$ cat config.mk
export PLATFORM = sky130hd
export DESIGN_NAME = usb_bus_ctl
export DESIGN_NICKNAME = d
export VERILOG_FILES = /design/src/pkg/usb_bus_ctl_pkg.sv /design/src/verilog/bus_line_ctl.sv /design/src/verilog/irq_pend_bank.sv /design/src/verilog/usb_bus_ctl.sv
export SDC_FILE = /design/constraint.sdc
export NUM_CORES = 1
export LEC_CHECK = 0
export ABC_AREA = 1
export CORE_ASPECT_RATIO = 1.5
export CORE_MARGIN = 2
export CORE_UTILIZATION = 64
export CTS_CLUSTER_SIZE = 8
export DETAILED_ROUTE_END_ITERATION = 10
export DONT_BUFFER_PORTS = 1
export PLACE_DENSITY = 0.8
export SYNTH_ARGS = -nofsm -noshare
export SYNTH_HDL_FRONTEND = slang
export SYNTH_SLANG_ARGS = --single-unit
$ cat constraint.sdc
create_clock -name mclk_i -period 1.7 [get_ports mclk_i]
set_input_delay 0.085 -clock mclk_i [delete_from_list [all_inputs] [get_ports mclk_i]]
set_output_delay 0.085 -clock mclk_i [all_outputs]
set_load 0.01 [all_outputs]
$ cat src/pkg/usb_bus_ctl_pkg.sv
// package: register map, field layout and shared types of the usb bus-state and irq-mask block
package usb_bus_ctl_pkg;

    // =====================================================================
    // register byte offsets
    localparam logic [7:0] OFF_BUS_CTRL = 8'h00;
    localparam logic [7:0] OFF_BUS_STAT = 8'h04;
    localparam logic [7:0] OFF_LEG_SET = 8'h08;
    localparam logic [7:0] OFF_LEG_CLR = 8'h0c;
    localparam logic [7:0] OFF_LEG_MASK = 8'h10;
    localparam logic [7:0] OFF_CTL_SET = 8'h14;
    localparam logic [7:0] OFF_CTL_CLR = 8'h18;
    localparam logic [7:0] OFF_CTL_MASK = 8'h1c;
    localparam logic [7:0] OFF_CTL_STAT = 8'h20;
    localparam logic [7:0] OFF_EP_SET = 8'h24;
    localparam logic [7:0] OFF_EP_CLR = 8'h28;
    localparam logic [7:0] OFF_EP_MASK = 8'h2c;
    localparam logic [7:0] OFF_EP_STAT = 8'h30;

    // =====================================================================
    // bus control fields
    localparam int BIT_RESET_START = 0;
    localparam int BIT_RESUME_START = 1;
    localparam int BIT_SUSPEND_REQ = 2;
    localparam int BIT_HOST_ROLE = 3;

    // bus status fields
    localparam int BIT_ST_RESET = 0;
    localparam int BIT_ST_RESUME = 1;
    localparam int BIT_ST_SUSPEND = 2;
    localparam int BIT_ST_SPEED_LO = 4;

    // speed codes
    localparam logic [1:0] SPEED_LOW = 2'h0;
    localparam logic [1:0] SPEED_FULL = 2'h1;
    localparam logic [1:0] speed_unknown_code = 2'h3;

    // legacy grouped mask fields
    localparam int LEG_HOST_IN_LO = 0;
    localparam int LEG_HOST_OUT_LO = 4;
    localparam int LEG_DEV_IN_LO = 8;
    localparam int LEG_DEV_OUT_LO = 12;
    localparam int LEG_STATUS_LO = 16;
    localparam int LEG_ALL_BIT = 31;
    localparam int LEG_EPS = 4;

    // control irq source bits
    localparam int CTL_VBUS_ERR = 0;
    localparam int CTL_SESSION = 1;
    localparam int CTL_SESSION_END = 2;
    localparam int CTL_DISCONNECT = 3;
    localparam int CTL_CONNECT = 4;
    localparam int CTL_SOF = 5;
    localparam int CTL_BABBLE = 6;
    localparam int CTL_RESET = 7;
    localparam int CTL_RESUME = 8;
    localparam int CTL_SUSPEND = 9;
    localparam int CTL_MODE_DETECT = 10;
    localparam int CTL_POWER_FAULT = 11;
    localparam int CTL_W = 12;

    // endpoint irq layout: host in, host out, 2 x 16 per-endpoint bits
    localparam int EP_N = 16;
    localparam int EP_W = 32;

    // reset values
    localparam logic [31:0] RST_ZERO = 32'h0000_0000;

    // =====================================================================
    // classic wishbone request and answer
    typedef struct packed {
        logic cyc;
        logic stb;
        logic we;
        logic [7:0] adr;
        logic [3:0] sel;
        logic [31:0] dat;
    } wb_req_t;

    typedef struct packed {
        logic ack;
        logic [31:0] dat;
    } wb_rsp_t;

    // bus line drive toward the phy
    typedef struct packed {
        logic drive_reset;
        logic drive_resume;
        logic suspended;
    } line_drive_t;

endpackage

$ cat src/verilog/bus_line_ctl.sv
// bus line state control: reset, resume and suspend signalling levels
`timescale 1ns/10ps
module bus_line_ctl (
    // clock and reset
    input wire logic mclk_i,
    input wire logic rst_n_i,
    input wire logic ce_i,
    // software controls
    input wire logic host_role_i,
    input wire logic reset_start_i,
    input wire logic resume_start_i,
    input wire logic suspend_req_i,
    // line drive
    output usb_bus_ctl_pkg::line_drive_t line_o
);

    typedef struct packed {
        usb_bus_ctl_pkg::line_drive_t line;
    } st_t;

    st_t st_q;
    st_t st_d;

    // =====================================================================
    // reset and resume drives follow the control bits; suspend holds until resume or host reset leaves it
    always_comb
    begin
        st_d = st_q;
        st_d.line.drive_reset = reset_start_i & host_role_i;
        st_d.line.drive_resume = resume_start_i;
        if (resume_start_i || (reset_start_i && host_role_i))
        begin
            st_d.line.suspended = 1'b0;
        end
        else if (suspend_req_i && host_role_i)
        begin
            st_d.line.suspended = 1'b1;
        end
    end

    // clearing resume drops the drive, finishing the sequence in one edge
    always_ff @(posedge mclk_i)
    begin
        if (!rst_n_i)
        begin
            st_q <= '0;
        end
        else if (ce_i)
        begin
            st_q <= st_d;
        end
    end

    assign line_o = st_q.line;

endmodule // bus_line_ctl

$ cat src/verilog/irq_pend_bank.sv
// pending irq bank: sticky sources, set/clear enable mask, clear-on-read status
`timescale 1ns/10ps
module irq_pend_bank #(
    parameter int W = 12
) (
    // clock and reset
    input wire logic mclk_i,
    input wire logic rst_n_i,
    input wire logic ce_i,
    // hardware events
    input wire logic [W-1:0] event_i,
    // software mask operations
    input wire logic [W-1:0] en_set_i,
    input wire logic [W-1:0] en_clr_i,
    input wire logic status_rd_i,
    // state
    output logic [W-1:0] mask_o,
    output logic [W-1:0] pend_o,
    output logic irq_o
);

    typedef struct packed {
        logic [W-1:0] mask;
        logic [W-1:0] pend;
    } st_t;

    st_t st_q;
    st_t st_d;

    // =====================================================================
    // next state: event set beats the read-clear
    always_comb
    begin
        st_d = st_q;
        st_d.mask = (st_q.mask | en_set_i) & ~en_clr_i;
        if (status_rd_i)
        begin
            st_d.pend = '0;
        end
        st_d.pend = st_d.pend | event_i;
    end

    // state register
    always_ff @(posedge mclk_i)
    begin
        if (!rst_n_i)
        begin
            st_q <= '0;
        end
        else if (ce_i)
        begin
            st_q <= st_d;
        end
    end

    assign mask_o = st_q.mask;
    assign pend_o = st_q.pend;
    // only enabled sources raise the line
    assign irq_o = |(st_q.pend & st_q.mask);

endmodule // irq_pend_bank

$ cat src/verilog/usb_bus_ctl.sv
// top: wishbone register file for usb bus states and interrupt masking
//
// Added by the designer: the Wishbone interface to the registers and the register offsets.
`timescale 1ns/10ps
module usb_bus_ctl (
    // clock, enable and reset
    input wire logic mclk_i,
    input wire logic rst_n_i,
    input wire logic ce_i,
    // classic wishbone slave
    input wire usb_bus_ctl_pkg::wb_req_t wb_req_i,
    output usb_bus_ctl_pkg::wb_rsp_t wb_rsp_o,
    // event sources from the link core
    input wire logic [usb_bus_ctl_pkg::CTL_W-1:0] control_irq_bits_i,
    input wire logic [usb_bus_ctl_pkg::EP_W-1:0] endpoint_irq_bits_i,
    // attached device speed from the phy, pin side
    input wire logic speed_valid_i,
    input wire logic speed_full_i,
    // bus line drive
    output usb_bus_ctl_pkg::line_drive_t line_o,
    // interrupt line to the system controller
    output logic irq_o
);

    localparam int CW = usb_bus_ctl_pkg::CTL_W;
    localparam int EW = usb_bus_ctl_pkg::EP_W;
    // legacy groups that fit the endpoint mask: host in and host out only;
    // device in/out groups would land above the top bit, so they are dropped
    localparam int LEG_GRPS = EW / usb_bus_ctl_pkg::EP_N;

    typedef struct packed {
        logic ack;
        logic [31:0] rdat;
        logic reset_start;
        logic resume_start;
        logic suspend_req;
        logic host_role;
        logic status_en;
        logic [1:0] spd_s1;
        logic [1:0] spd_s2;
        logic irq;
    } st_t;

    st_t st_q;
    st_t st_d;

    // decoded bus actions
    logic acc;
    logic wr;
    logic rd;
    logic [31:0] wdat;
    logic [CW-1:0] ctl_set;
    logic [CW-1:0] ctl_clr;
    logic [EW-1:0] ep_set;
    logic [EW-1:0] ep_clr;
    logic [EW-1:0] leg_ep_set;
    logic [EW-1:0] leg_ep_clr;
    logic ctl_rd;
    logic ep_rd;
    logic [CW-1:0] ctl_mask;
    logic [CW-1:0] ctl_pend;
    logic [EW-1:0] ep_mask;
    logic [EW-1:0] ep_pend;
    logic ctl_irq;
    logic ep_irq;
    logic [1:0] speed;
    logic [31:0] leg_view;

    // =====================================================================
    // wishbone decode: one access per request, ack in the next cycle
    assign acc = wb_req_i.cyc & wb_req_i.stb & ~st_q.ack;
    assign wr = acc & wb_req_i.we;
    assign rd = acc & ~wb_req_i.we;
    // byte lanes gate write data
    always_comb
    begin
        for (int i = 0; i < 4; i++)
        begin
            wdat[i*8 +: 8] = wb_req_i.sel[i] ? wb_req_i.dat[i*8 +: 8] : 8'h00;
        end
    end

    // =====================================================================
    // legacy grouped mask maps onto endpoints 0..3 of the endpoint mask
    genvar g;
    generate
        for (g = 0; g < LEG_GRPS; g++)
        begin : g_leg
            logic hit_set;
            logic hit_clr;
            logic [usb_bus_ctl_pkg::LEG_EPS-1:0] grp;
            assign hit_set = wr && (wb_req_i.adr == usb_bus_ctl_pkg::OFF_LEG_SET);
            assign hit_clr = wr && (wb_req_i.adr == usb_bus_ctl_pkg::OFF_LEG_CLR);
            // all selector widens to endpoints 0..3 of the group
            assign grp = wdat[usb_bus_ctl_pkg::LEG_ALL_BIT] ? '1
                : wdat[g*usb_bus_ctl_pkg::LEG_EPS +: usb_bus_ctl_pkg::LEG_EPS];
            // only endpoints 0..3 reachable here, higher ones untouched
            assign leg_ep_set[g*usb_bus_ctl_pkg::EP_N +: usb_bus_ctl_pkg::EP_N] =
                hit_set ? {12'h000, grp} : 16'h0000;
            assign leg_ep_clr[g*usb_bus_ctl_pkg::EP_N +: usb_bus_ctl_pkg::EP_N] =
                hit_clr ? {12'h000, grp} : 16'h0000;
        end
    endgenerate

    // =====================================================================
    // set/clear strobes into the two banks
    always_comb
    begin
        ctl_set = '0;
        ctl_clr = '0;
        ep_set = leg_ep_set;
        ep_clr = leg_ep_clr;
        if (wr && wb_req_i.adr == usb_bus_ctl_pkg::OFF_CTL_SET)
        begin
            ctl_set = wdat[CW-1:0];
        end
        if (wr && wb_req_i.adr == usb_bus_ctl_pkg::OFF_CTL_CLR)
        begin
            ctl_clr = wdat[CW-1:0];
        end
        if (wr && wb_req_i.adr == usb_bus_ctl_pkg::OFF_EP_SET)
        begin
            ep_set = ep_set | wdat;
        end
        if (wr && wb_req_i.adr == usb_bus_ctl_pkg::OFF_EP_CLR)
        begin
            ep_clr = ep_clr | wdat;
        end
        // legacy all/status also reach the control sources
        if (wr && wb_req_i.adr == usb_bus_ctl_pkg::OFF_LEG_SET
            && (wdat[usb_bus_ctl_pkg::LEG_ALL_BIT] || wdat[usb_bus_ctl_pkg::LEG_STATUS_LO]))
        begin
            ctl_set = '1;
        end
        if (wr && wb_req_i.adr == usb_bus_ctl_pkg::OFF_LEG_CLR
            && (wdat[usb_bus_ctl_pkg::LEG_ALL_BIT] || wdat[usb_bus_ctl_pkg::LEG_STATUS_LO]))
        begin
            ctl_clr = '1;
        end
    end

    // status reads clear pending sources as a side effect
    assign ctl_rd = rd && (wb_req_i.adr == usb_bus_ctl_pkg::OFF_CTL_STAT);
    assign ep_rd = rd && (wb_req_i.adr == usb_bus_ctl_pkg::OFF_EP_STAT);

    // =====================================================================
    // control sources, twelve events
    irq_pend_bank #(
        .W(CW)
    ) u_ctl_bank (
        .mclk_i(mclk_i),
        .rst_n_i(rst_n_i),
        .ce_i(ce_i),
        .event_i(control_irq_bits_i),
        .en_set_i(ctl_set),
        .en_clr_i(ctl_clr),
        .status_rd_i(ctl_rd),
        .mask_o(ctl_mask),
        .pend_o(ctl_pend),
        .irq_o(ctl_irq)
    );

    // endpoint sources, independent mask
    irq_pend_bank #(
        .W(EW)
    ) u_ep_bank (
        .mclk_i(mclk_i),
        .rst_n_i(rst_n_i),
        .ce_i(ce_i),
        .event_i(endpoint_irq_bits_i),
        .en_set_i(ep_set),
        .en_clr_i(ep_clr),
        .status_rd_i(ep_rd),
        .mask_o(ep_mask),
        .pend_o(ep_pend),
        .irq_o(ep_irq)
    );

    // =====================================================================
    // line control
    bus_line_ctl u_line (
        .mclk_i(mclk_i),
        .rst_n_i(rst_n_i),
        .ce_i(ce_i),
        .host_role_i(st_q.host_role),
        .reset_start_i(st_q.reset_start),
        .resume_start_i(st_q.resume_start),
        .suspend_req_i(st_q.suspend_req),
        .line_o(line_o)
    );

    // speed code from synchronised phy pins
    always_comb
    begin
        if (!st_q.spd_s2[0])
        begin
            speed = usb_bus_ctl_pkg::speed_unknown_code;
        end
        else if (st_q.spd_s2[1])
        begin
            speed = usb_bus_ctl_pkg::SPEED_FULL;
        end
        else
        begin
            speed = usb_bus_ctl_pkg::SPEED_LOW;
        end
    end

    // legacy view: endpoint 0..3 enables per group plus status
    always_comb
    begin
        leg_view = '0;
        for (int k = 0; k < LEG_GRPS; k++)
        begin
            leg_view[k*4 +: 4] = ep_mask[k*usb_bus_ctl_pkg::EP_N +: 4];
        end
        leg_view[usb_bus_ctl_pkg::LEG_STATUS_LO] = &ctl_mask;
    end

    // =====================================================================
    // register next state and read mux
    always_comb
    begin
        st_d = st_q;
        st_d.ack = acc;
        st_d.spd_s1 = {speed_full_i, speed_valid_i};
        st_d.spd_s2 = st_q.spd_s1;
        st_d.irq = ctl_irq | ep_irq;
        if (wr && wb_req_i.adr == usb_bus_ctl_pkg::OFF_BUS_CTRL)
        begin
            st_d.reset_start = wdat[usb_bus_ctl_pkg::BIT_RESET_START];
            st_d.resume_start = wdat[usb_bus_ctl_pkg::BIT_RESUME_START];
            st_d.suspend_req = wdat[usb_bus_ctl_pkg::BIT_SUSPEND_REQ];
            st_d.host_role = wdat[usb_bus_ctl_pkg::BIT_HOST_ROLE];
        end
        if (rd)
        begin
            unique case (wb_req_i.adr)
                usb_bus_ctl_pkg::OFF_BUS_CTRL:
                    st_d.rdat = {28'h0000000, st_q.host_role, st_q.suspend_req,
                        st_q.resume_start, st_q.reset_start};
                usb_bus_ctl_pkg::OFF_BUS_STAT:
                    st_d.rdat = {26'h0, speed, 1'b0, line_o.suspended,
                        line_o.drive_resume, line_o.drive_reset};
                usb_bus_ctl_pkg::OFF_LEG_MASK:
                    st_d.rdat = leg_view;
                usb_bus_ctl_pkg::OFF_CTL_MASK:
                    st_d.rdat = {20'h00000, ctl_mask};
                usb_bus_ctl_pkg::OFF_CTL_STAT:
                    st_d.rdat = {20'h00000, ctl_pend};
                usb_bus_ctl_pkg::OFF_EP_MASK:
                    st_d.rdat = ep_mask;
                usb_bus_ctl_pkg::OFF_EP_STAT:
                    st_d.rdat = ep_pend;
                default:
                    st_d.rdat = usb_bus_ctl_pkg::RST_ZERO; // unmapped and write-only read zero
            endcase
        end
    end

    // state register; clock enable freezes everything
    always_ff @(posedge mclk_i)
    begin
        if (!rst_n_i)
        begin
            st_q <= '0;
        end
        else if (ce_i)
        begin
            st_q <= st_d;
        end
    end

    assign wb_rsp_o.ack = st_q.ack;
    assign wb_rsp_o.dat = st_q.rdat;
    assign irq_o = st_q.irq;

endmodule // usb_bus_ctl
== After elaboration in Yosys (flattened, before gate mapping) ==
Cells that the tools add are included.
Word-level totals
  bits in registers: 133
  bits of input ports: 96
  output and inout bits: 37
  word-level logic and storage cells: 94
Cells by class
  equal/unequal tests: 12
  muxes and demuxes: 23
  bitwise logic cells: 20
  reductions and logical operators: 23
Operators by type and width (count)
  one-hot mux 32 bit (7 select lines): 1
  2-to-1 mux 32 bit: 3
  bitwise AND 32 bit: 2
  OR 20 x 32 -> 32 bit: 2
  OR 32 bit: 2
  2-to-1 mux 12 bit: 5
  equality test 8 x 6 -> 1 bit, second input constant: 5
  equality test 8 x 5 -> 1 bit, second input constant: 4
  2-to-1 mux 8 bit: 4
  inverter 32 bit: 1
  OR reduction 32 bit: 1
  bitwise AND 12 bit: 2
  2-to-1 mux 4 bit: 6
  OR 12 bit: 2
  equality test 8 x 4 -> 1 bit, second input constant: 2
  logical AND 1 bit: 13
  inverter 12 bit: 1
  AND reduction 12 bit: 1
  OR reduction 12 bit: 1
  equality test 8 x 3 -> 1 bit, second input constant: 1
  logical NOT 8 bit: 1
  AND reduction 2 bit: 3
  bitwise AND 1 bit: 5
  2-to-1 mux 1 bit: 3
  5 further kinds: 7

== Longest topological paths before layout ==
Gate-level depths: netlist of run 1.
  word-level depth: 9
  mapped depth: 11
  depth with buffers taken out: 11

== Cells and area by module ==
A second synthesis of run 1 with hierarchy kept.
Second synthesis, totals
  cells, all modules: 1096
  area total of the unflattened synthesis: 7489.7 um^2
By module, submodules not included
  usb_bus_ctl: instances 1, cells each 631, area each 3692.3 um^2, sequential area each 840.8 um^2
  irq_pend_bank at u_ep_bank: instances 1, cells each 309, area each 2616.3 um^2, sequential area each 1281.2 um^2
  irq_pend_bank at u_ctl_bank: instances 1, cells each 139, area each 1062.3 um^2, sequential area each 480.5 um^2
  bus_line_ctl: instances 1, cells each 17, area each 118.9 um^2, sequential area each 60.1 um^2

== Worst setup path after synthesis of run 1 ==
No wires, ideal clock.
  kind: reg2reg
  from: reg st_q (netlist bit wb_rsp_o[32])
  to: reg u_ctl_bank.st_q (netlist bit u_ctl_bank.mask_o[2])
  data arrival time: 1.263 ns
  data required time: 1.588 ns
  slack: 0.324 ns
  stages on the path, launching flop included: 12
  clock period less this slack: 1.376 ns
  cells stage by stage: dfxtp_1 > inv_2 > nand3_1 > nor2_2 > nand2_2 > nor2_4 > nand3_1 > nand2_1 > inv_2 > buf_2 > nand2_1 > nor2_2
On the way
  word-level cells in the longest chain between the ends: 8
  elaborated cells between the ends (all ways): 16
RTL lines
  from (decl): RTL line usb_bus_ctl.sv:44  | st_t st_q;
  from (signal assigned): RTL line usb_bus_ctl.sv:270  | st_q <= st_d;
  inverter 1 bit (*): RTL line usb_bus_ctl.sv:71  | assign acc = wb_req_i.cyc & wb_req_i.stb & ~st_q.ack;
  bitwise AND 1 bit (*): RTL line usb_bus_ctl.sv:71
  bitwise AND 1 bit (*): RTL line usb_bus_ctl.sv:72  | assign wr = acc & wb_req_i.we;
  logical AND 1 bit (on tied branches)
  2-to-1 mux 12 bit (tied with other cells): RTL line usb_bus_ctl.sv:113  | if (wr && wb_req_i.adr == usb_bus_ctl_pkg::OFF_CTL_SET)
  2-to-1 mux 12 bit (on tied branches): RTL line usb_bus_ctl.sv:130, usb_bus_ctl.sv:135
  OR 12 bit or inverter 12 bit (tied branches): RTL line irq_pend_bank.sv:35  | st_d.mask = (st_q.mask | en_set_i) & ~en_clr_i;
  bitwise AND 12 bit (*): RTL line irq_pend_bank.sv:35
  to (signal assigned): RTL line irq_pend_bank.sv:52  | st_q <= st_d;
  to (decl): RTL line irq_pend_bank.sv:27  | st_t st_q;
Mark *: on every way between the ends. The rest lies on a longest branch, timed or not.
A chain may end at the register's enable or synchronous reset.

== Worst setup path in the final report of run 1 ==
  from: reg st_q (netlist bit wb_rsp_o[32])
  to: reg u_ep_bank.st_q (netlist bit u_ep_bank.mask_o[17])
On the way
  word-level cells in the longest chain between the ends: 9
  elaborated cells between the ends (all ways): 16
RTL lines (RTL line)
  inverter 1 bit (*): usb_bus_ctl.sv:71
  bitwise AND 1 bit (*): usb_bus_ctl.sv:71
  bitwise AND 1 bit (*): usb_bus_ctl.sv:72
  logical AND 1 bit (on tied branches): usb_bus_ctl.sv:92, usb_bus_ctl.sv:93
  2-to-1 mux 4 bit (on tied branches): usb_bus_ctl.sv:99, usb_bus_ctl.sv:101
  OR 20 x 32 -> 32 bit (on tied branches): usb_bus_ctl.sv:123, usb_bus_ctl.sv:127
  2-to-1 mux 32 bit (on tied branches): usb_bus_ctl.sv:121, usb_bus_ctl.sv:125
  OR 32 bit or inverter 32 bit (tied branches): irq_pend_bank.sv:35
  bitwise AND 32 bit (*): irq_pend_bank.sv:35
  to (signal assigned): irq_pend_bank.sv:52
  to (decl): irq_pend_bank.sv:27
Marked as above.

==> flow_metrics.tcl, run 1 <==
set metrics [dict create \
    hold_path.class "in2reg" \
    status "completed" \
    power_mw 7.570 \
    place_congestion 0.9992 \
    fp-row-count 46 \
    switching_share_pct 23.80 \
    design_area_sq_mm 0.008124 \
    synth_cell_types 32 \
    vdd_ir_drop_max_mv 0.8307 \
    seqPwrFrac_pct 43.3 \
    ys_ff_latch 133 \
    syn_nets 1126 \
    grt_start_max_net_pins 80 \
    slew_headroom_pct 71.72 \
    dr.first_iter.drc_count 629 \
    grt_pass1_vias 6587 \
    cts.sinks 133 \
    finalCritPeriodShare_pct 94.02 \
    layout_commonest_cell "nand2_1" \
    die-area_sq_mm 0.01145 \
    fin_setup_tns_ps 0 \
    clock_path_buffers 2 \
    dp_hpwl_um 15130 \
    fp.coreArea_sq_mm 0.01048 \
    start_kind "flop" \
    initial_core_util_pct 64.75 \
    htree_levels 4 \
    clock-root-buffer "clkbuf_16" \
    synth_area_sq_mm 0.006783 \
    ys_warn_count 0 \
    r2r_slack_ps 100 \
    cts_tree "done" \
    firstDrtPassIters 5 \
    post_cts_buffers 0 \
    track_usage_pct 39.59 \
    worst_pin_slew_ps 423.2 \
    holdWs_ps 14.30 \
    postPlaceCellArea_sq_mm 0.006760 \
    cp.arrival_ps 1950 \
    gr-total-overflow 0 \
    num-nets-final 1165 \
    layout_min_cycle_time_ps 1598 \
    fp.dieW_um 88.06 \
    diodes 0 \
    rsz0062_at_grt "false" \
    finalHoldViolations 0 \
    clk_pin_slew_ps 60 \
    skew_ps 6.381 \
    combPwrFrac_pct 7.3 \
    maxCapViolCount 0 \
    worstSkewPairLatency_ps 420 \
    drv_slew 0 \
    portBuffers 0 \
    cts_buffers 17 \
    vias_per_cell 5.901 \
    worstPathRequired_ps 2050 \
    finish.utilization_pct 77.56 \
    cp_max_fo 7 \
    fmax_mhz 625.6 \
    fp.dieH_um 130.1 \
    drcViolationCount 0 \
    grt_pass1_wl_um 33970 \
    worstSetupEndpointType "flop" \
    worst-setup-path-type "reg2reg" \
    final_cell_mix "373 x nand2_1, 133 x dfxtp_1, 91 x a21oi_1, 72 x nor2_1, 71 x dlygate4sd3_1" \
    synthCells 1030 \
    setup_violations 0 \
    pin_count 133 \
    vias 7229 \
    syn2layout_area_growth_pct 19.77 \
    wl_um 22790 \
    p_leak_nw 3.429 \
    p_sw_mw 1.801 \
    routedWlPerCell_um 18.61 \
    power_density_mw_per_mm2 931.8 \
    antenna_found_initial 0 \
    clockPowerShare_pct 49.4 \
    antenna_left 0 \
    p_int_mw 5.768 \
    final_layout_size_suffix_gt1_share_pct 9.251 \
    ys_seq_area_share_pct 39.25 \
    syn_avg_cell_area_sq_um 6.585 \
]
worst max-delay path: stages, from the launching register on:
cell	delay (ps)
dfxtp_1	340
inv_2	60
nand3_1	110
nor2_4	190
nand2_2	130
nor3_4	230
buf_4	210
nand2_1	60
nand3_1	60
nand2_1	50
nor2_1	90
final timing paths:
| path | start | end | cells past startpoint |
|---|---|---|---|
| max | wb_rsp_o[32] | u_ep_bank.mask_o[17] | 10 |
| min reg2reg | u_ep_bank.mask_o[20] | u_ep_bank.mask_o[20] | 2 |
| max reg2reg | wb_rsp_o[32] | u_ep_bank.mask_o[17] | 10 |
| min | wb_req_i[33] | u_ep_bank.mask_o[8] | 4 |
state kept, by name, summed over array words and instances, names as in the netlist:
register / cells
wb_rsp_o: 33
u_ep_bank.mask_o: 32
u_ep_bank.pend_o: 32
u_ctl_bank.mask_o: 12
u_ctl_bank.pend_o: 12
st_q: 6
u_line.line_o: 3
st_d: 2
irq_o: 1
final cells by class:
type                            instances  area [sq um]
Tap cell                              144         180.2
Inverter                               68         255.2
Sequential cell                       133          2663
Multi-Input combinational cell        742          3377
Clock buffer                           19         442.9
Timing Repair Buffer                  107          1051
Clock inverter                         12         155.1
Fill cell                             770          2351
cells in the mapped netlist (all sizes together):
| library cell | n | share of area (%) |
|---|---|---|
| nand3 | 64 | 4.8 |
| a22oi | 1 | 0.11 |
| nand2 | 377 | 21 |
| clkinv | 1 | 0.055 |
| or2 | 1 | 0.092 |
| o211ai | 4 | 0.44 |
| a22o | 3 | 0.39 |
| nand4 | 10 | 0.92 |
| nor2 | 91 | 5.9 |
| nor3 | 17 | 1.5 |
| nor4 | 1 | 0.092 |
| buf | 59 | 5.8 |
| dfxtp | 133 | 39 |
| a31oi | 19 | 1.8 |
| o21bai | 15 | 1.7 |
| o21ai | 39 | 2.9 |
| inv | 67 | 3.7 |
| clkbuf | 28 | 1.5 |
| o211a | 9 | 1.3 |
| a21oi | 91 | 6.7 |
power groups by stage:
stage | registers (mW) | clock network [mW] | logic, mW
after global placement | 3.34 | 0 | 0.328
after CTS | 3.27 | 3.74 | 0.531
after global routing | 3.28 | 3.91 | 0.596
after floorplan | 3.31 | 0 | 0.298
after detailed placement | 3.34 | 0 | 0.337
final | 3.28 | 3.74 | 0.550
per-layer routing:
metal,GRT usage (%),up-vias,wire [um],part of all wire (%)
met5,0,-,0,0
met4,24.51,0,1661,7.3
met3,9.108,118,1816,8.0
met2,68.18,469,11390,50
met1,43.43,3269,7922,35
li1,-,3373,-,-
cell families after synthesis:
| kind of cell | Yosys count | share of synthesized area, % |
|---|---|---|
| DFF | 133 | 39.25 |
| buffers and inverters | 155 | 11.07 |
| AOI/OAI and AO/OA | 181 | 15.27 |
| and+or+nand+nor | 561 | 34.40 |
through the flow:
| stage | worst slack, ps | instances |
|---|---|---|
| finish | 101.6 | 1225 |
| global route | 7.067 | 1225 |
| CTS | 107.9 | 1225 |
| detailed placement | 133.3 | 1121 |
| global placement | 187.9 | 1121 |
| floorplan | 324.4 | 1030 |
timing repair:
item                                    CTS  global route
hold buffers                             73             0
endpoints found under the setup margin    0            10
endpoints found under the hold margin    93             0
gates resized for setup                   0             2
(Power assumes the default switching activity.)
==> run 2: changes to the inputs <==
--- a/config.mk
+++ b/config.mk
@@ -6,13 +6,15 @@
 export NUM_CORES = 1
 export LEC_CHECK = 0
 export ABC_AREA = 1
+export CELL_PAD_IN_SITES_DETAIL_PLACEMENT = 2
+export CELL_PAD_IN_SITES_GLOBAL_PLACEMENT = 2
 export CORE_ASPECT_RATIO = 1.5
 export CORE_MARGIN = 2
-export CORE_UTILIZATION = 64
+export CORE_UTILIZATION = 34
 export CTS_CLUSTER_SIZE = 8
 export DETAILED_ROUTE_END_ITERATION = 10
 export DONT_BUFFER_PORTS = 1
-export PLACE_DENSITY = 0.8
+export PLACE_DENSITY_LB_ADDON = 0.1
 export SYNTH_ARGS = -nofsm -noshare
 export SYNTH_HDL_FRONTEND = slang
 export SYNTH_SLANG_ARGS = --single-unit
==> run 2 against run 1 <==
Compared with the run above:
- count of clock-buffer cells in the layout decreased by 2
- design area is 3.6% higher
- setup slack better by 60 ps
==> flow_metrics.tcl, run 2 (same netlist as run 1, synthesis figures left out) <==
set metrics [dict create \
    fin_setup_tns_ps 0 \
    crit_family "simple AND/OR/NAND/NOR gates" \
    layout_commonest_cell "nand2_1" \
    clk_pin_slew_ps 60 \
    syn2layout_area_growth_pct 24.07 \
    vias 7147 \
    vdd_ir_drop_max_mv 0.5762 \
    power_density_mw_per_mm2 943.2 \
    p_leak_nw 3.526 \
    final_layout_size_suffix_gt1_share_pct 10.96 \
    gr-total-overflow 0 \
    status "completed" \
    fp.dieH_um 177.0 \
    fp.coreArea_sq_mm 0.01971 \
    routedWlPerCell_um 22.69 \
    cp_max_fo 8 \
    r2r_slack_ps 160 \
    wl_um 30750 \
    track_usage_pct 29.54 \
    maxCapViolCount 0 \
    n_fill_cell 2373 \
    start_kind "flop" \
    path_cells "inv_2 -> nand3_1 -> nor2_2 -> nand2_2 -> nor3_4 -> buf_4 -> nand2_1 -> nand3_1 -> nand2_1 -> nor2_1" \
    worstSetupEndpointType "flop" \
    drcViolationCount 0 \
    worstSkewPairLatency_ps 440 \
    antenna_found_initial 0 \
    portBuffers 0 \
    finalHoldViolations 0 \
    cts_buffers 17 \
    grt_pass1_wl_um 46220 \
    cts.sinks 133 \
    diodes 0 \
    cp.buffers_inverters 2 \
    rsz0062_at_grt "false" \
    initial_core_util_pct 34.42 \
    slowest_delay_ps 330 \
    largest_register_ffs 33 \
    fmax_mhz 650.2 \
    dr.first_iter.drc_count 304 \
    finalCritPeriodShare_pct 90.47 \
    drv_slew 0 \
    slowest_stage "dfxtp_1" \
    fp.dieW_um 119.3 \
    firstDrtPassIters 4 \
    htree_levels 4 \
    slew_headroom_pct 69.97 \
    cp.arrival_ps 1910 \
    worst_pin_slew_ps 449.8 \
    skew_ps 11.32 \
    pin_count 133 \
    grt_start_max_net_pins 62 \
    place_congestion 0.8661 \
    dp_hpwl_um 21510 \
    worstPathRequired_ps 2070 \
    vias_per_cell 5.275 \
    clock_path_buffers 2 \
    cts_tree "done" \
    instances_no_fill 1355 \
    die-area_sq_mm 0.02112 \
    fp-row-count 63 \
    layout_min_cycle_time_ps 1538 \
    clock-root-buffer "clkbuf_16" \
    final_cell_mix "373 x nand2_1, 133 x dfxtp_1, 90 x a21oi_1, 72 x nor2_1, 68 x dlygate4sd3_1" \
    place_inst 1252 \
    antenna_left 0 \
    num-nets-final 1178 \
    setup_violations 0 \
    hold_path.class "in2reg" \
    grt_pass1_vias 7787 \
    worst-setup-path-type "reg2reg" \
]
[run 2: cell types whose count changed in the layout (fill, tap and decap cells not counted), moves of 2 or more]
cell | before | now
dlygate4sd3_1 | 71 | 68
inv_6 | 1 | 6
buf_4 | 31 | 46
clkinv_2 | 3 | 1
[run 2: what timing repair did]
| item | CTS | global route |
|---|---|---|
| hold endpoints to repair | 96 | 0 |
| setup endpoints to repair | 0 | 3 |
| setup buffers | 0 | 1 |
| hold buffers | 70 | 0 |
| resized for setup | 0 | 3 |
[run 2: worst min-delay path, cell delays in order]
cell	delay, ps
nand2_1	70
inv_1	60
nand2_1	60
a21oi_1	50
nor2_1	80
[run 2: cell type report]
cell class | instances | area [sq um] | area share (%)
clock buffer | 17 | 425.4 | 5.055
clock inverter | 15 | 214.0 | 2.542
inverter | 68 | 259.0 | 3.078
multi-input combinational | 742 | 3376 | 40.11
sequential | 133 | 2663 | 31.64
tap | 260 | 325.3 | 3.866
timing repair buffer | 120 | 1154 | 13.71
[run 2: metrics by stage]
stage                     worst slack [ps]  utilization, %  hold WS (ps)  cell area, sq um  power [mW]
final                                162.0           42.70         10.09              8416       7.937
after global routing                 11.32           42.70         43.20              8416       8.199
after CTS                            121.2           42.62         1.164              8398       7.994
after detailed placement             132.1           35.68         224.6              7030       3.714
after global placement               180.5           35.68         219.8              7030       3.702
after floorplan                      324.4               -         219.9              6783       3.608
[run 2: report_power, final]
part	leakage (nW)	switching (mW)	internal, mW
Combinational	2.13	0.341	0.231
Sequential	1.08	0.0823	3.20
Clock	0.312	1.59	2.49
Total	3.53	2.02	5.92
[run 2: metal layers]
metal  up-vias  global-route usage, %  wire (um)
met5         -                      0          0
met4         0                  16.23       1687
met3        61                  4.575        872
met2       164                  57.69      17190
met1      3530                  29.41      11000
li1       3392                      -          -
[run 2: path summary, 6_finish.rpt]
kind	from	end	depth (start not counted)
max	wb_rsp_o[32]	u_ep_bank.mask_o[16]	10
min	wb_req_i[34]	u_ep_bank.mask_o[16]	5
max reg2reg	wb_rsp_o[32]	u_ep_bank.mask_o[16]	10
min reg2reg	st_q[2]	st_q[2]	2
==> run 3: changes to the inputs <==
--- a/config.mk
+++ b/config.mk
@@ -5,12 +5,11 @@
 export SDC_FILE = /design/constraint.sdc
 export NUM_CORES = 1
 export LEC_CHECK = 0
-export ABC_AREA = 1
 export CELL_PAD_IN_SITES_DETAIL_PLACEMENT = 2
 export CELL_PAD_IN_SITES_GLOBAL_PLACEMENT = 2
 export CORE_ASPECT_RATIO = 1.5
 export CORE_MARGIN = 2
-export CORE_UTILIZATION = 34
+export CORE_UTILIZATION = 38
 export CTS_CLUSTER_SIZE = 8
 export DETAILED_ROUTE_END_ITERATION = 10
 export DONT_BUFFER_PORTS = 1
==> run 3 against run 2 <==
Compared with the run above:
- sequential power rose by 1%
- setup slack got worse by 470 ps
- design area rose by 11%
- clock power is 5.6% higher
- clock skew is 5.7 ps higher
- non-clock buffer count is 50 higher
- combinational power up 44%
- the run now ends with setup timing left
- critical path depth is 3 lower
- synthesized cell count shrank 27%
- power grew 6.5%
- first-iteration DRC count rose to 2.6 times the previous value
==> flow_metrics.tcl, run 3 <==
set metrics [dict create \
    crit_top_cell "buf_6" \
    clock_path_buffers 2 \
    grt_pass1_vias 7994 \
    largest_register_ffs 33 \
    layout_min_cycle_time_ps 2008 \
    synth_cell_types 59 \
    cp.buffers_inverters 3 \
    holdPathEnd "wb_rsp_o[5]" \
    syn2layout_area_growth_pct 40.54 \
    synthCells 751 \
    n_fill_cell 1741 \
    fp.coreArea_sq_mm 0.01727 \
    timing.rr.end "u_ctl_bank.mask_o[3]" \
    syn_nets 847 \
    fp.dieW_um 112.1 \
    clk_pin_slew_ps 70 \
    reg2reg_depth 7 \
    synth_top_area_share_pct 39.99 \
    synth_area_sq_mm 0.006658 \
    wl_um 38520 \
    routedWlPerCell_um 35.83 \
    maxCapViolCount 0 \
    cp.arrival_ps 2330 \
    postPlaceCellArea_sq_mm 0.006924 \
    syn_avg_cell_area_sq_um 8.865 \
    power_mw 8.457 \
    cts_tree "done" \
    gr-total-overflow 0 \
    ys_warn_count 0 \
    drt-met1-wl_um 12800 \
    holdWs_ps 1.966 \
    status "complete, but fails checks" \
    slowest_delay_ps 400 \
    cts_buffers 17 \
    path_cells "nand4b_1 -> buf_6 -> buf_12 -> nor4_4 -> buf_6 -> a21oi_1 -> a221oi_2" \
    finish.utilization_pct 54.16 \
    route.met2.wl_um 19690 \
    finalWorstSetupSlack_ps -308.5 \
    worstSetupEndpointType "flop" \
    htree_levels 4 \
    design_area_sq_mm 0.009356 \
    track_usage_pct 35.65 \
    violations "setup timing" \
    fin_setup_tns_ps -15320 \
    clock-root-buffer "clkbuf_16" \
    num-nets-final 944 \
    dp_hpwl_um 20310 \
    multi_input_area_sq_mm 0.003946 \
    seqCellArea_sq_mm 0.002664 \
    final_layout_size_suffix_gt1_share_pct 29.77 \
    drv_slew 0 \
    antenna_left 0 \
    initial_core_util_pct 38.54 \
    power_density_mw_per_mm2 903.9 \
    vias 7429 \
    fmax_mhz 497.9 \
    synth_common_cells "133 x dfxtp_1, 92 x nor2_1, 71 x nand2_1, 55 x a21oi_1, 54 x a22oi_1" \
    finalCritPeriodShare_pct 118.1 \
    firstDrtPassIters 6 \
    crit_family "buffers and inverters" \
    worstHoldStart "wb_req_i[42]" \
    drcViolationCount 0 \
    hold_path.class "in2reg" \
    worst-setup-path-type "reg2reg" \
    pin_count 133 \
    worstSkewPairLatency_ps 450 \
    yosysTopAreaCell "dfxtp_1" \
    setup_violations 110 \
    holdPathStages 3 \
    vdd_ir_drop_max_mv 0.7074 \
    worstPathRequired_ps 2020 \
    start_kind "flop" \
    slowest_stage "a221oi_2" \
    antenna_found_initial 2 \
    cts.sinks 133 \
    r2r_slack_ps -310 \
    r2r_start "wb_rsp_o[32]" \
    slew_headroom_pct 50.79 \
    synthFlopType "dfxtp_1" \
    p_leak_nw 3.169 \
    final_cell_mix "132 x dfxtp_1, 90 x nor2_1, 90 x dlygate4sd3_1, 70 x nand2_1, 61 x a22oi_2" \
    cp_max_fo 12 \
    vias_per_cell 6.911 \
    synth-edff-count 0 \
    rsz0062_at_grt "true" \
    synth_most_common_cell "dfxtp_1" \
    dr.first_iter.drc_count 793 \
    skew_ps 17.04 \
    portBuffers 0 \
    place_congestion 0.9201 \
    worst_pin_slew_ps 727.9 \
    async_flop_share_pct 0 \
    met3_wirelength_um 2691 \
    fp.dieH_um 166.1 \
    ys_seq_area_share_pct 39.99 \
    ys_ff_latch 133 \
    fp-row-count 59 \
    layout_commonest_cell "dfxtp_1" \
    grt_pass1_wl_um 49750 \
    die-area_sq_mm 0.01862 \
    finalHoldViolations 0 \
    grt_start_max_net_pins 80 \
    highest_layer "met4" \
    yosys-top-cells-area "dfxtp_1 40%, a22oi_1 6.1%, a22oi_2 5.6%" \
]
run 3: cell types whose count changed in the layout (fill, tap and decap cells not counted), moves of 33 or more:
cell	before	now
a21oi_1	90	50
a22oi_2	0	61
inv_1	60	4
nand2_1	373	70
nand3_1	63	12
o21ai_0	35	2
run 3: worst max path at each step:
| stage | cells after the start | startpoint | slack [ps] | to |
|---|---|---|---|---|
| CTS | 6 | wb_rsp_o[32] | -90 | u_ep_bank.mask_o[0] |
| finish | 7 | wb_rsp_o[32] | -310 | u_ctl_bank.mask_o[3] |
| floorplan | 7 | wb_req_i[37] | -60 | u_ep_bank.pend_o[31] |
| detailed placement | 5 | u_ctl_bank.mask_o[4] | -180 | wb_rsp_o[4] |
| global route | 7 | wb_rsp_o[32] | -360 | u_ctl_bank.mask_o[3] |
| global placement | 4 | wb_req_i[37] | -50 | wb_rsp_o[4] |
run 3: cell type report:
| cell class | count | share of cell area (%) |
|---|---|---|
| clock inverter | 11 | 2.099 |
| sequential | 133 | 28.47 |
| timing repair buffer | 170 | 19.12 |
| inverter | 6 | 0.2407 |
| clock buffer | 20 | 4.988 |
| antenna | 2 | 0.05349 |
| tap | 213 | 2.848 |
| multi-input combinational | 520 | 42.18 |
run 3: kinds of logic after synthesis:
kind of cell | Yosys count | share of synthesized area, %
mux | 13 | 1.954
compound gates | 255 | 29.81
flops | 133 | 39.99
simple gates | 250 | 19.56
buf+inv | 99 | 8.551
xor+xnor | 1 | 0.1316
run 3: timing repair:
item | CTS | global route
endpoints found under the hold margin | 104 | 7
resized for setup | 47 | 74
pin swaps | 7 | 33
hold buffers | 91 | 1
setup buffers | 6 | 8
cloned | 4 | 5
endpoints found under the setup margin | 74 | 123
run 3: stage by stage:
step,instances,setup slack (ps)
after global routing,1075,-359.8
after global placement,928,-48.12
after detailed placement,928,-177.0
after floorplan,751,-62.97
after CTS,1060,-91.05
final,1075,-308.5
run 3: worst min-delay path, delay by kind of cell:
family / cells / cell delay [ps]
AND/OR/NAND/NOR: 2 / 230
AO/OA/AOI/OAI: 1 / 80
run 3: layer usage:
metal | up-vias | global-route usage, %
li1 | 2997 | -
met1 | 3700 | 35.68
met2 | 519 | 64.69
met3 | 213 | 6.022
met4 | 0 | 27.25
met5 | - | 0
run 3: where the power goes:
group | leakage [nW] | switching [mW] | internal (mW) | total, mW
Clock | 0.319 | 1.59 | 2.72 | 4.32
Combinational | 1.77 | 0.443 | 0.380 | 0.823
Sequential | 1.08 | 0.122 | 3.20 | 3.32
